`src/rtl/pulse_proc_pkg.sv`:
```
package pulse_proc_pkg;

   // Register byte offsets
   localparam logic [7:0] OFF_MODE    = 8'h00;
   localparam logic [7:0] OFF_SRC     = 8'h04;
   localparam logic [7:0] OFF_LINES   = 8'h08;
   localparam logic [7:0] OFF_PRELOAD = 8'h0C;
   localparam logic [7:0] OFF_WORK    = 8'h10;
   localparam logic [7:0] OFF_AUX     = 8'h14;
   localparam logic [7:0] OFF_STATUS  = 8'h18;
   localparam logic [7:0] OFF_DIR     = 8'h1C;

   // Field positions
   localparam int POS_CNT_SRC  = 0;
   localparam int POS_CNT_EDGE = 8;
   localparam int POS_TRG_LINE = 16;
   localparam int POS_TRG_EDGE = 24;
   localparam int POS_GATE     = 0;
   localparam int POS_OUT      = 16;

   // Mode codes
   localparam logic [7:0] MODE_NONE    = 8'h00;
   localparam logic [7:0] MODE_OSC_UP  = 8'h0B;
   localparam logic [7:0] MODE_OSC_DN  = 8'h6F;
   localparam logic [7:0] MODE_GTC_UP  = 8'h0C;
   localparam logic [7:0] MODE_GTC_DN  = 8'h70;
   localparam logic [7:0] MODE_CTO_UP  = 8'h0D;
   localparam logic [7:0] MODE_CTO_DN  = 8'h71;
   localparam logic [7:0] MODE_SHIFT   = 8'h0E;

   // Edge select codes
   localparam logic [1:0] EDGE_NONE = 2'h0;
   localparam logic [1:0] EDGE_RISE = 2'h1;
   localparam logic [1:0] EDGE_FALL = 2'h2;
   localparam logic [1:0] EDGE_BOTH = 2'h3;

   // Pin code zero means internal cycle, no trigger or no gate
   localparam logic [6:0] PIN_NONE = 7'h00;

   // Values after reset
   localparam logic [31:0] RST_REG   = 32'h0000_0000;
   localparam logic [15:0] RST_COUNT = 16'h0000;
   localparam logic [3:0]  RST_DIR   = 4'h0;

   // Process states
   typedef enum logic [2:0] {
      ST_IDLE = 3'b001,
      ST_RUN  = 3'b010,
      ST_DONE = 3'b100
   } proc_state_t;

endpackage : pulse_proc_pkg

```
`src/rtl/pulse_proc.sv`:
```
// Local design decisions: the Avalon-MM register port and the register addresses.
`timescale 1ns/100ps

module pulse_proc #(
   parameter int CNT_W = 16
) (
   // Clock and reset
   input  wire logic        CLK_SYS,
   input  wire logic        RESETN,
   // Avalon-MM slave
   input  wire logic [7:0]  AVS_ADDRESS,
   input  wire logic        AVS_READ,
   input  wire logic        AVS_WRITE,
   input  wire logic [31:0] AVS_WRITEDATA,
   input  wire logic [3:0]  AVS_BYTEENABLE,
   output logic      [31:0] AVS_READDATA,
   output logic             AVS_WAITREQUEST,
   // Real pins 1 to 32, bit 0 is pin 1
   input  wire logic [31:0] PIN_IN,
   output logic      [31:0] PIN_OUT,
   output logic      [31:0] PIN_OE
);

   // Software registers
   logic [7:0]             mode_ff;
   logic [31:0]            src_ff;
   logic [31:0]            lines_ff;
   logic [3:0]             dir_ff;
   logic [CNT_W-1:0]       work_ff;
   logic [CNT_W-1:0]       aux_ff;
   logic                   out_ff;
   pulse_proc_pkg::proc_state_t state_ff;
   // Pin state and edge history
   logic [31:0]            sync1_ff;
   logic [31:0]            sync2_ff;
   logic [63:0]            drive_ff;
   logic                   cnt_prev_ff;
   logic                   trg_prev_ff;
   logic                   gate_prev_ff;
   // Bus handshake
   logic                   req;
   logic                   take;
   logic                   define;

   // Selection fields
   logic [6:0] cnt_sel;
   logic [6:0] trg_sel;
   logic [6:0] gate_sel;
   logic [6:0] out_sel;
   logic [1:0] cnt_edge;
   logic [1:0] trg_edge;
   assign cnt_sel  = src_ff[pulse_proc_pkg::POS_CNT_SRC +: 7];
   assign cnt_edge = src_ff[pulse_proc_pkg::POS_CNT_EDGE +: 2];
   assign trg_sel  = src_ff[pulse_proc_pkg::POS_TRG_LINE +: 7];
   assign trg_edge = src_ff[pulse_proc_pkg::POS_TRG_EDGE +: 2];
   assign gate_sel = lines_ff[pulse_proc_pkg::POS_GATE +: 7];
   assign out_sel  = lines_ff[pulse_proc_pkg::POS_OUT +: 7];

   // Level of a pin code; code zero reads low
   function automatic logic pick(input logic [63:0] vec,
                                 input logic [6:0]  code);
      logic [6:0] idx;
      idx = code - 7'h01;
      if (code == pulse_proc_pkg::PIN_NONE) begin
         pick = 1'b0;
      end else begin
         pick = vec[idx[5:0]];
      end
   endfunction : pick

   // Edge detect by selected edge code
   function automatic logic edge_hit(input logic [1:0] sel,
                                     input logic       cur,
                                     input logic       prv);
      case (sel)
         pulse_proc_pkg::EDGE_RISE: edge_hit = cur & ~prv;
         pulse_proc_pkg::EDGE_FALL: edge_hit = ~cur & prv;
         pulse_proc_pkg::EDGE_BOTH: edge_hit = cur ^ prv;
         default:                   edge_hit = 1'b0;
      endcase
   endfunction : edge_hit

   // Byte-lane merge for writes
   function automatic logic [31:0] merge(input logic [31:0] old,
                                         input logic [31:0] wd,
                                         input logic [3:0]  be);
      logic [31:0] m;
      m = {{8{be[3]}}, {8{be[2]}}, {8{be[1]}}, {8{be[0]}}};
      merge = (old & ~m) | (wd & m);
   endfunction : merge

   always_ff @(posedge CLK_SYS or negedge RESETN) begin
      if (!RESETN) begin
         sync1_ff <= pulse_proc_pkg::RST_REG;
         sync2_ff <= pulse_proc_pkg::RST_REG;
      end else begin
         sync1_ff <= PIN_IN;
         sync2_ff <= sync1_ff;
      end
   end

   // Pin levels: driven pins read back their own drive
   logic [63:0] level;
   assign level = {drive_ff[63:32],
                   (PIN_OE & drive_ff[31:0]) | (~PIN_OE & sync2_ff)};

   logic cnt_lvl;
   logic trg_lvl;
   logic gate_lvl;
   logic data_lvl;
   assign cnt_lvl  = pick(level, cnt_sel);
   assign trg_lvl  = pick(level, trg_sel);
   assign gate_lvl = pick(level, gate_sel);
   assign data_lvl = pick(level, out_sel);

   // Edge history for selected lines
   always_ff @(posedge CLK_SYS or negedge RESETN) begin
      if (!RESETN) begin
         cnt_prev_ff  <= 1'b0;
         trg_prev_ff  <= 1'b0;
         gate_prev_ff <= 1'b0;
      end else begin
         cnt_prev_ff  <= cnt_lvl;
         trg_prev_ff  <= trg_lvl;
         gate_prev_ff <= gate_lvl;
      end
   end

   logic cnt_ev;
   logic trg_ev;
   logic gate_fall;
   assign cnt_ev = (cnt_sel == pulse_proc_pkg::PIN_NONE) ? 1'b1 :
                   edge_hit(cnt_edge, cnt_lvl, cnt_prev_ff);
   assign trg_ev = (trg_sel != pulse_proc_pkg::PIN_NONE) &&
                   edge_hit(trg_edge, trg_lvl, trg_prev_ff);
   assign gate_fall = (gate_sel != pulse_proc_pkg::PIN_NONE) &&
                      !gate_lvl && gate_prev_ff;

   // Mode decode
   logic is_osc;
   logic is_gtc;
   logic is_cto;
   logic is_sit;
   logic down;
   assign is_osc = (mode_ff == pulse_proc_pkg::MODE_OSC_UP) ||
                   (mode_ff == pulse_proc_pkg::MODE_OSC_DN);
   assign is_gtc = (mode_ff == pulse_proc_pkg::MODE_GTC_UP) ||
                   (mode_ff == pulse_proc_pkg::MODE_GTC_DN);
   assign is_cto = (mode_ff == pulse_proc_pkg::MODE_CTO_UP) ||
                   (mode_ff == pulse_proc_pkg::MODE_CTO_DN);
   assign is_sit = (mode_ff == pulse_proc_pkg::MODE_SHIFT);
   assign down   = (mode_ff == pulse_proc_pkg::MODE_OSC_DN) ||
                   (mode_ff == pulse_proc_pkg::MODE_GTC_DN) ||
                   (mode_ff == pulse_proc_pkg::MODE_CTO_DN);

   // Stepped count and compare
   logic [CNT_W-1:0] step;
   logic             hit;
   assign step = down ? work_ff - 1'b1 : work_ff + 1'b1;
   assign hit  = (step == aux_ff);

   // trigger accepted only while gate high
   logic cto_acc;
   assign cto_acc = is_cto && trg_ev && gate_lvl;

   // Process state, count and output level
   always_ff @(posedge CLK_SYS or negedge RESETN) begin
      if (!RESETN) begin
         state_ff <= pulse_proc_pkg::ST_IDLE;
         work_ff  <= pulse_proc_pkg::RST_COUNT;
         aux_ff   <= pulse_proc_pkg::RST_COUNT;
         out_ff   <= 1'b0;
      end else if (define) begin
         work_ff  <= AVS_WRITEDATA[CNT_W-1:0];
         aux_ff   <= AVS_WRITEDATA[CNT_W-1:0];
         state_ff <= pulse_proc_pkg::ST_IDLE;
         out_ff   <= 1'b0;
      end else if (is_osc) begin
         case (state_ff)
            pulse_proc_pkg::ST_RUN: begin
               if (cnt_ev && hit) begin
                  work_ff  <= pulse_proc_pkg::RST_COUNT;
                  out_ff   <= ~out_ff;
                  state_ff <= pulse_proc_pkg::ST_DONE;
               end else if (cnt_ev) begin
                  work_ff <= step;
               end
            end
            pulse_proc_pkg::ST_DONE: begin
               if (trg_ev) begin
                  out_ff   <= ~out_ff;
                  state_ff <= pulse_proc_pkg::ST_RUN;
               end
            end
            default: begin
               if (trg_ev) begin
                  state_ff <= pulse_proc_pkg::ST_RUN;
               end
            end
         endcase
      end else if (is_gtc) begin
         if (gate_fall && state_ff == pulse_proc_pkg::ST_RUN) begin
            state_ff <= pulse_proc_pkg::ST_IDLE;
         end else if (gate_fall) begin
            // falling gate opens window, count cleared
            work_ff  <= pulse_proc_pkg::RST_COUNT;
            out_ff   <= 1'b0;
            state_ff <= pulse_proc_pkg::ST_RUN;
         end else if (state_ff == pulse_proc_pkg::ST_RUN && cnt_ev) begin
            work_ff <= step;
         end
         // output asserted once count reaches aux
         if (!gate_fall && work_ff == aux_ff &&
             state_ff == pulse_proc_pkg::ST_RUN) begin
            out_ff <= 1'b1;
         end
      end else if (is_cto) begin
         if (cto_acc) begin
            out_ff   <= ~out_ff;
            state_ff <= pulse_proc_pkg::ST_RUN;
         end else if (state_ff == pulse_proc_pkg::ST_RUN && cnt_ev) begin
            if (hit) begin
               // clear, toggle, hold until next trigger
               work_ff  <= pulse_proc_pkg::RST_COUNT;
               out_ff   <= ~out_ff;
               state_ff <= pulse_proc_pkg::ST_DONE;
            end else begin
               work_ff <= step;
            end
         end
      end else if (is_sit) begin
         // serial data from output-pin level into MSB
         if (cnt_ev) begin
            work_ff <= {data_lvl, work_ff[CNT_W-1:1]};
         end
         if (trg_ev) begin
            aux_ff <= work_ff;
         end
      end
   end

   // drive selected output pin; shift mode reads it instead
   logic [63:0] nxt_drive;
   always_comb begin
      nxt_drive = drive_ff;
      if (!is_sit && mode_ff != pulse_proc_pkg::MODE_NONE &&
          out_sel != pulse_proc_pkg::PIN_NONE) begin
         nxt_drive[6'(out_sel - 7'h01)] = out_ff;
      end
   end

   always_ff @(posedge CLK_SYS or negedge RESETN) begin
      if (!RESETN) begin
         drive_ff <= {pulse_proc_pkg::RST_REG, pulse_proc_pkg::RST_REG};
      end else begin
         drive_ff <= nxt_drive;
      end
   end

   // upper eight of each bank always drive
   // lower eight directed in groups of four
   always_ff @(posedge CLK_SYS or negedge RESETN) begin
      if (!RESETN) begin
         PIN_OE <= {8'hFF, 8'h00, 8'hFF, 8'h00};
      end else begin
         PIN_OE <= {8'hFF, {4{dir_ff[3]}}, {4{dir_ff[2]}},
                    8'hFF, {4{dir_ff[1]}}, {4{dir_ff[0]}}};
      end
   end
   assign PIN_OUT = drive_ff[31:0];

   // One wait state per access, then the request is taken
   assign req    = AVS_READ || AVS_WRITE;
   assign take   = req && !AVS_WAITREQUEST;
   assign define = take && AVS_WRITE &&
                   AVS_ADDRESS == pulse_proc_pkg::OFF_PRELOAD;

   always_ff @(posedge CLK_SYS or negedge RESETN) begin
      if (!RESETN) begin
         AVS_WAITREQUEST <= 1'b1;
      end else begin
         AVS_WAITREQUEST <= !(req && AVS_WAITREQUEST);
      end
   end

   // Configuration writes
   always_ff @(posedge CLK_SYS or negedge RESETN) begin
      if (!RESETN) begin
         mode_ff  <= pulse_proc_pkg::MODE_NONE;
         src_ff   <= pulse_proc_pkg::RST_REG;
         lines_ff <= pulse_proc_pkg::RST_REG;
         dir_ff   <= pulse_proc_pkg::RST_DIR;
      end else if (take && AVS_WRITE) begin
         if (AVS_ADDRESS == pulse_proc_pkg::OFF_MODE) begin
            mode_ff <= AVS_BYTEENABLE[0] ? AVS_WRITEDATA[7:0] : mode_ff;
         end else if (AVS_ADDRESS == pulse_proc_pkg::OFF_SRC) begin
            src_ff <= merge(src_ff, AVS_WRITEDATA, AVS_BYTEENABLE);
         end else if (AVS_ADDRESS == pulse_proc_pkg::OFF_LINES) begin
            lines_ff <= merge(lines_ff, AVS_WRITEDATA, AVS_BYTEENABLE);
         end else if (AVS_ADDRESS == pulse_proc_pkg::OFF_DIR) begin
            dir_ff <= AVS_BYTEENABLE[0] ? AVS_WRITEDATA[3:0] : dir_ff;
         end
      end
   end

   // Read data captured while waitrequest is high
   logic [31:0] nxt_rdata;
   always_comb begin
      nxt_rdata = pulse_proc_pkg::RST_REG;
      if (AVS_ADDRESS == pulse_proc_pkg::OFF_MODE) begin
         nxt_rdata[7:0] = mode_ff;
      end else if (AVS_ADDRESS == pulse_proc_pkg::OFF_SRC) begin
         nxt_rdata = src_ff;
      end else if (AVS_ADDRESS == pulse_proc_pkg::OFF_LINES) begin
         nxt_rdata = lines_ff;
      end else if (AVS_ADDRESS == pulse_proc_pkg::OFF_WORK) begin
         nxt_rdata[CNT_W-1:0] = work_ff;
      end else if (AVS_ADDRESS == pulse_proc_pkg::OFF_AUX) begin
         nxt_rdata[CNT_W-1:0] = aux_ff;
      end else if (AVS_ADDRESS == pulse_proc_pkg::OFF_STATUS) begin
         nxt_rdata[3:0] = {state_ff, out_ff};
      end else if (AVS_ADDRESS == pulse_proc_pkg::OFF_DIR) begin
         nxt_rdata[3:0] = dir_ff;
      end
   end

   always_ff @(posedge CLK_SYS or negedge RESETN) begin
      if (!RESETN) begin
         AVS_READDATA <= pulse_proc_pkg::RST_REG;
      end else if (AVS_READ && AVS_WAITREQUEST) begin
         AVS_READDATA <= nxt_rdata;
      end
   end
endmodule : pulse_proc

```
`config.mk`:
```
export PLATFORM = sky130hd
export DESIGN_NAME = pulse_proc
export DESIGN_NICKNAME = d
export VERILOG_FILES = /design/src/rtl/pulse_proc_pkg.sv /design/src/rtl/pulse_proc.sv
export SDC_FILE = /design/constraint.sdc
export NUM_CORES = 1
export LEC_CHECK = 0
export ABC_CLOCK_PERIOD_IN_PS = 5400
export BUFFER_PORTS_ARGS = -buffer_cell sky130_fd_sc_hd__buf_2
export CELL_PAD_IN_SITES_DETAIL_PLACEMENT = 0
export CELL_PAD_IN_SITES_GLOBAL_PLACEMENT = 1
export CORE_MARGIN = 5
export CORE_UTILIZATION = 37
export CTS_CLUSTER_SIZE = 28
export DETAILED_ROUTE_END_ITERATION = 7
export PLACE_DENSITY = 0.67
export SLEW_MARGIN = 20
export SYNTH_ARGS = -nofsm -noshare
export SYNTH_HDL_FRONTEND = slang
export SYNTH_SLANG_ARGS = --single-unit
export TNS_END_PERCENT = 50
```
`constraint.sdc`:
```
create_clock -name CLK_SYS -period 5.4 [get_ports CLK_SYS]
set_input_delay 1.62 -clock CLK_SYS [delete_from_list [all_inputs] [get_ports CLK_SYS]]
set_output_delay 1.62 -clock CLK_SYS [all_outputs]
set_load 0.03 [all_outputs]
```
==> impl_metrics.tcl <==
set metrics [dict create \
    path_delay_family "compound AO/OA/AOI/OAI gates" \
    cp.required_ns 5.85 \
    drt_pass1_iterations 6 \
    fp.dieH_um 211 \
    worstSetupPathType "reg2reg" \
    clockBufferDepth 3 \
    ir_worst_vdd_mv 0.214 \
    gp_congestion 0.859 \
    drt-initial-drc-count 766 \
    dp_cells 1910 \
    tritoncts "done" \
    portBuffers 144 \
    drive_above_1_share_pct 34.4 \
    drc 0 \
    crit_arrival_ns 5.41 \
    yosysWarnings 0 \
    post-route-util_pct 42.3 \
    switching_share_pct 27.2 \
    final_area_um2 16900 \
    max_freq_mhz 202 \
    die-area_um2 44400 \
    die_w_um 211 \
    antenna_left 0 \
    reg2regPathDepth 16 \
    avgSynthCellArea_um2 11.3 \
    post_cts_buffers 0 \
    cts-htree-levels 1 \
    ys_types 76 \
    path_max_fanout 18 \
    p_per_area_nw_per_um2 269 \
    nFillCells 3891 \
    final_max_slew_viol_count 0 \
    finalNonFillerCells 1964 \
    finalCriticalPeriod_ns 4.96 \
    ys_seq_area_share_pct 41.7 \
    timing.slew.headroom_pct 31.9 \
    placed_area_um2 15900 \
    synth_flop_cell "dfrtp_1" \
    fin_tns_setup_ns 0 \
    ctsHoldBuffers 0 \
    ioPinCount 177 \
    path_cells "nand3_1, nor3b_1, nor2_1, nor3b_2, buf_4, ha_1, a21o_2, a221oi_4, xnor3_1, a2111oi_4, o2111a_1, o211ai_1, or4_1, o21a_1, nor3_2, mux2_2" \
    grt_max_degree 101 \
    pwr-share-seq_pct 44.2 \
    core_um2 39800 \
    finClkSkew_ns 0.0230 \
    rsz0062_at_grt "false" \
    first_global_vias 11222 \
    syn-cell-area_um2 14900 \
    cap_violations 0 \
    grt_usage_pct 19.1 \
    hold_slack_ns 0.342 \
    root_buffer "clkbuf_16" \
    routed_wl_mm 43.1 \
    clk_latency_ns 0.57 \
    cts.repair.resized 0 \
    final_cell_mix "dfrtp_1 (246), nor2_1 (161), mux2_2 (161)" \
    cp_num_buf_inv 1 \
    viasPerCell 5.61 \
    p_leak_uw 0.00737 \
    report.final.hold_viol_count 0 \
    overflow 0 \
    initial_core_util_pct 37.4 \
    dp_hpwl_mm 31.1 \
    tightestPinTransition_ns 1.01 \
    synth_edf_count 0 \
    vias 11022 \
    p_int_uw 3300 \
    num-nets-final 1522 \
    clk_pin_slew_worst_paths_ns 0.06 \
    cp_slowest_cell "or4_1" \
    combPwrFrac_pct 11.5 \
    start_kind "flip-flop" \
    synth_cells 1322 \
    drt-wirelength-per-cell_um 21.9 \
    cts.sinks 248 \
    min_path_type "reg2reg" \
    status "completed" \
    regArea_um2 6210 \
    holdPathStages 0 \
    setup_viol 0 \
    multi_input_area_um2 7930 \
    grt_first_pass_wirelength_mm 67.3 \
    cts_made_buffers 29 \
    syn2layout_area_growth_pct 13.2 \
    critical_path.max_stage_delay_ns 0.61 \
    final_common_cell "dfrtp_1" \
    rows 73 \
    end_kind "flip-flop" \
    yosys_register_bits 248 \
    cp.depth 16 \
    antenna_found_initial 1 \
    async_flop_share_pct 100 \
    p_clk_share_pct 44.4 \
    p_switching_uw 1230 \
    fin_crit_sh_pct 91.9 \
]
==> cells in the mapped netlist (5+ instances only) <==
master	number	area [um2]
o21ai_0	40	200
buf_4	65	488
nand3_1	30	150
mux2i_1	30	300
ha_1	25	313
nand4_1	6	37.5
nand2b_1	11	68.8
or3_1	5	31.3
a221oi_1	21	184
nor2b_1	6	37.5
xor2_1	22	193
a22oi_1	5	37.5
nor4_1	5	31.3
mux4_2	74	1670
mux2_2	161	1810
nor3b_1	7	52.6
a31oi_1	21	131
o211ai_1	5	37.5
buf_2	5	25.0
xnor3_2	5	119
nor2_1	162	608
dfrtp_1	246	6160
a211oi_1	5	37.5
clkbuf_1	56	210
nand2_1	101	379
inv_1	19	71.3
a41oi_1	17	149
nor3_1	25	125
xnor2_1	30	263
a222oi_1	16	160
a21oi_1	23	115
==> per-stage QoR <==
step | setup slack (ns) | total power (uW)
after floorplan | -0.0130 | 2350
after CTS | 0.416 | 4600
after global routing | 0.104 | 4710
final | 0.437 | 4530
after global placement | 0.448 | 2550
after detailed placement | 0.474 | 2560
==> cell type report <==
class | instances | area share (%)
Sequential cell | 248 | 36.8
Tap cell | 525 | 3.90
Antenna cell | 1 | 0.0148
Multi-Input combinational cell | 936 | 47.0
Clock buffer | 38 | 4.74
Clock inverter | 15 | 1.00
Inverter | 19 | 0.423
Timing Repair Buffer | 182 | 6.10
==> per-layer routing <==
metal / wire, um / share of wire [%] / track usage, % / vias to the layer above
met5: 0 / 0 / 0 / -
met4: 1150 / 2.7 / 5.92 / 0
met3: 2270 / 5.3 / 2.45 / 72
met2: 20700 / 48 / 31.1 / 308
met1: 19000 / 44 / 26.7 / 5610
li1: - / - / - / 5032
==> kinds of logic after synthesis <==
family                   after synthesis  share of synthesized area, %
AND/OR/NAND/NOR                      378                          11.3
multiplexers                         265                          25.4
flip-flops                           248                          41.7
AO/OA/AOI/OAI                        193                          9.65
buffers and inverters                153                          5.72
XOR/XNOR                              58                          4.01
adder cells (fa/ha/maj)               26                          2.23
other                                  1                        0.0252
==> power by group through the flow <==
stage	clock network [uW]	registers, uW	logic, uW
floorplan	0	2100	249
finish	2010	2000	519
CTS	2070	2000	525
global route	2140	2010	563
global placement	0	2030	519
detailed placement	0	2030	524
==> final timing paths <==
path | endpoint | slack [ns] | start
setup / recovery | state_ff[1] | 0.44 | mode_ff[0]
hold / removal | sync2_ff[7] | 0.34 | sync1_ff[7]
setup reg to reg | state_ff[1] | 0.44 | mode_ff[0]
hold reg to reg | sync2_ff[7] | 0.34 | sync1_ff[7]
max in group asynchronous | AVS_WAITREQUEST | 3.28 | RESETN
min in group asynchronous | sync1_ff[5] | 1.09 | RESETN
Power figures use the tool's default switching activity.
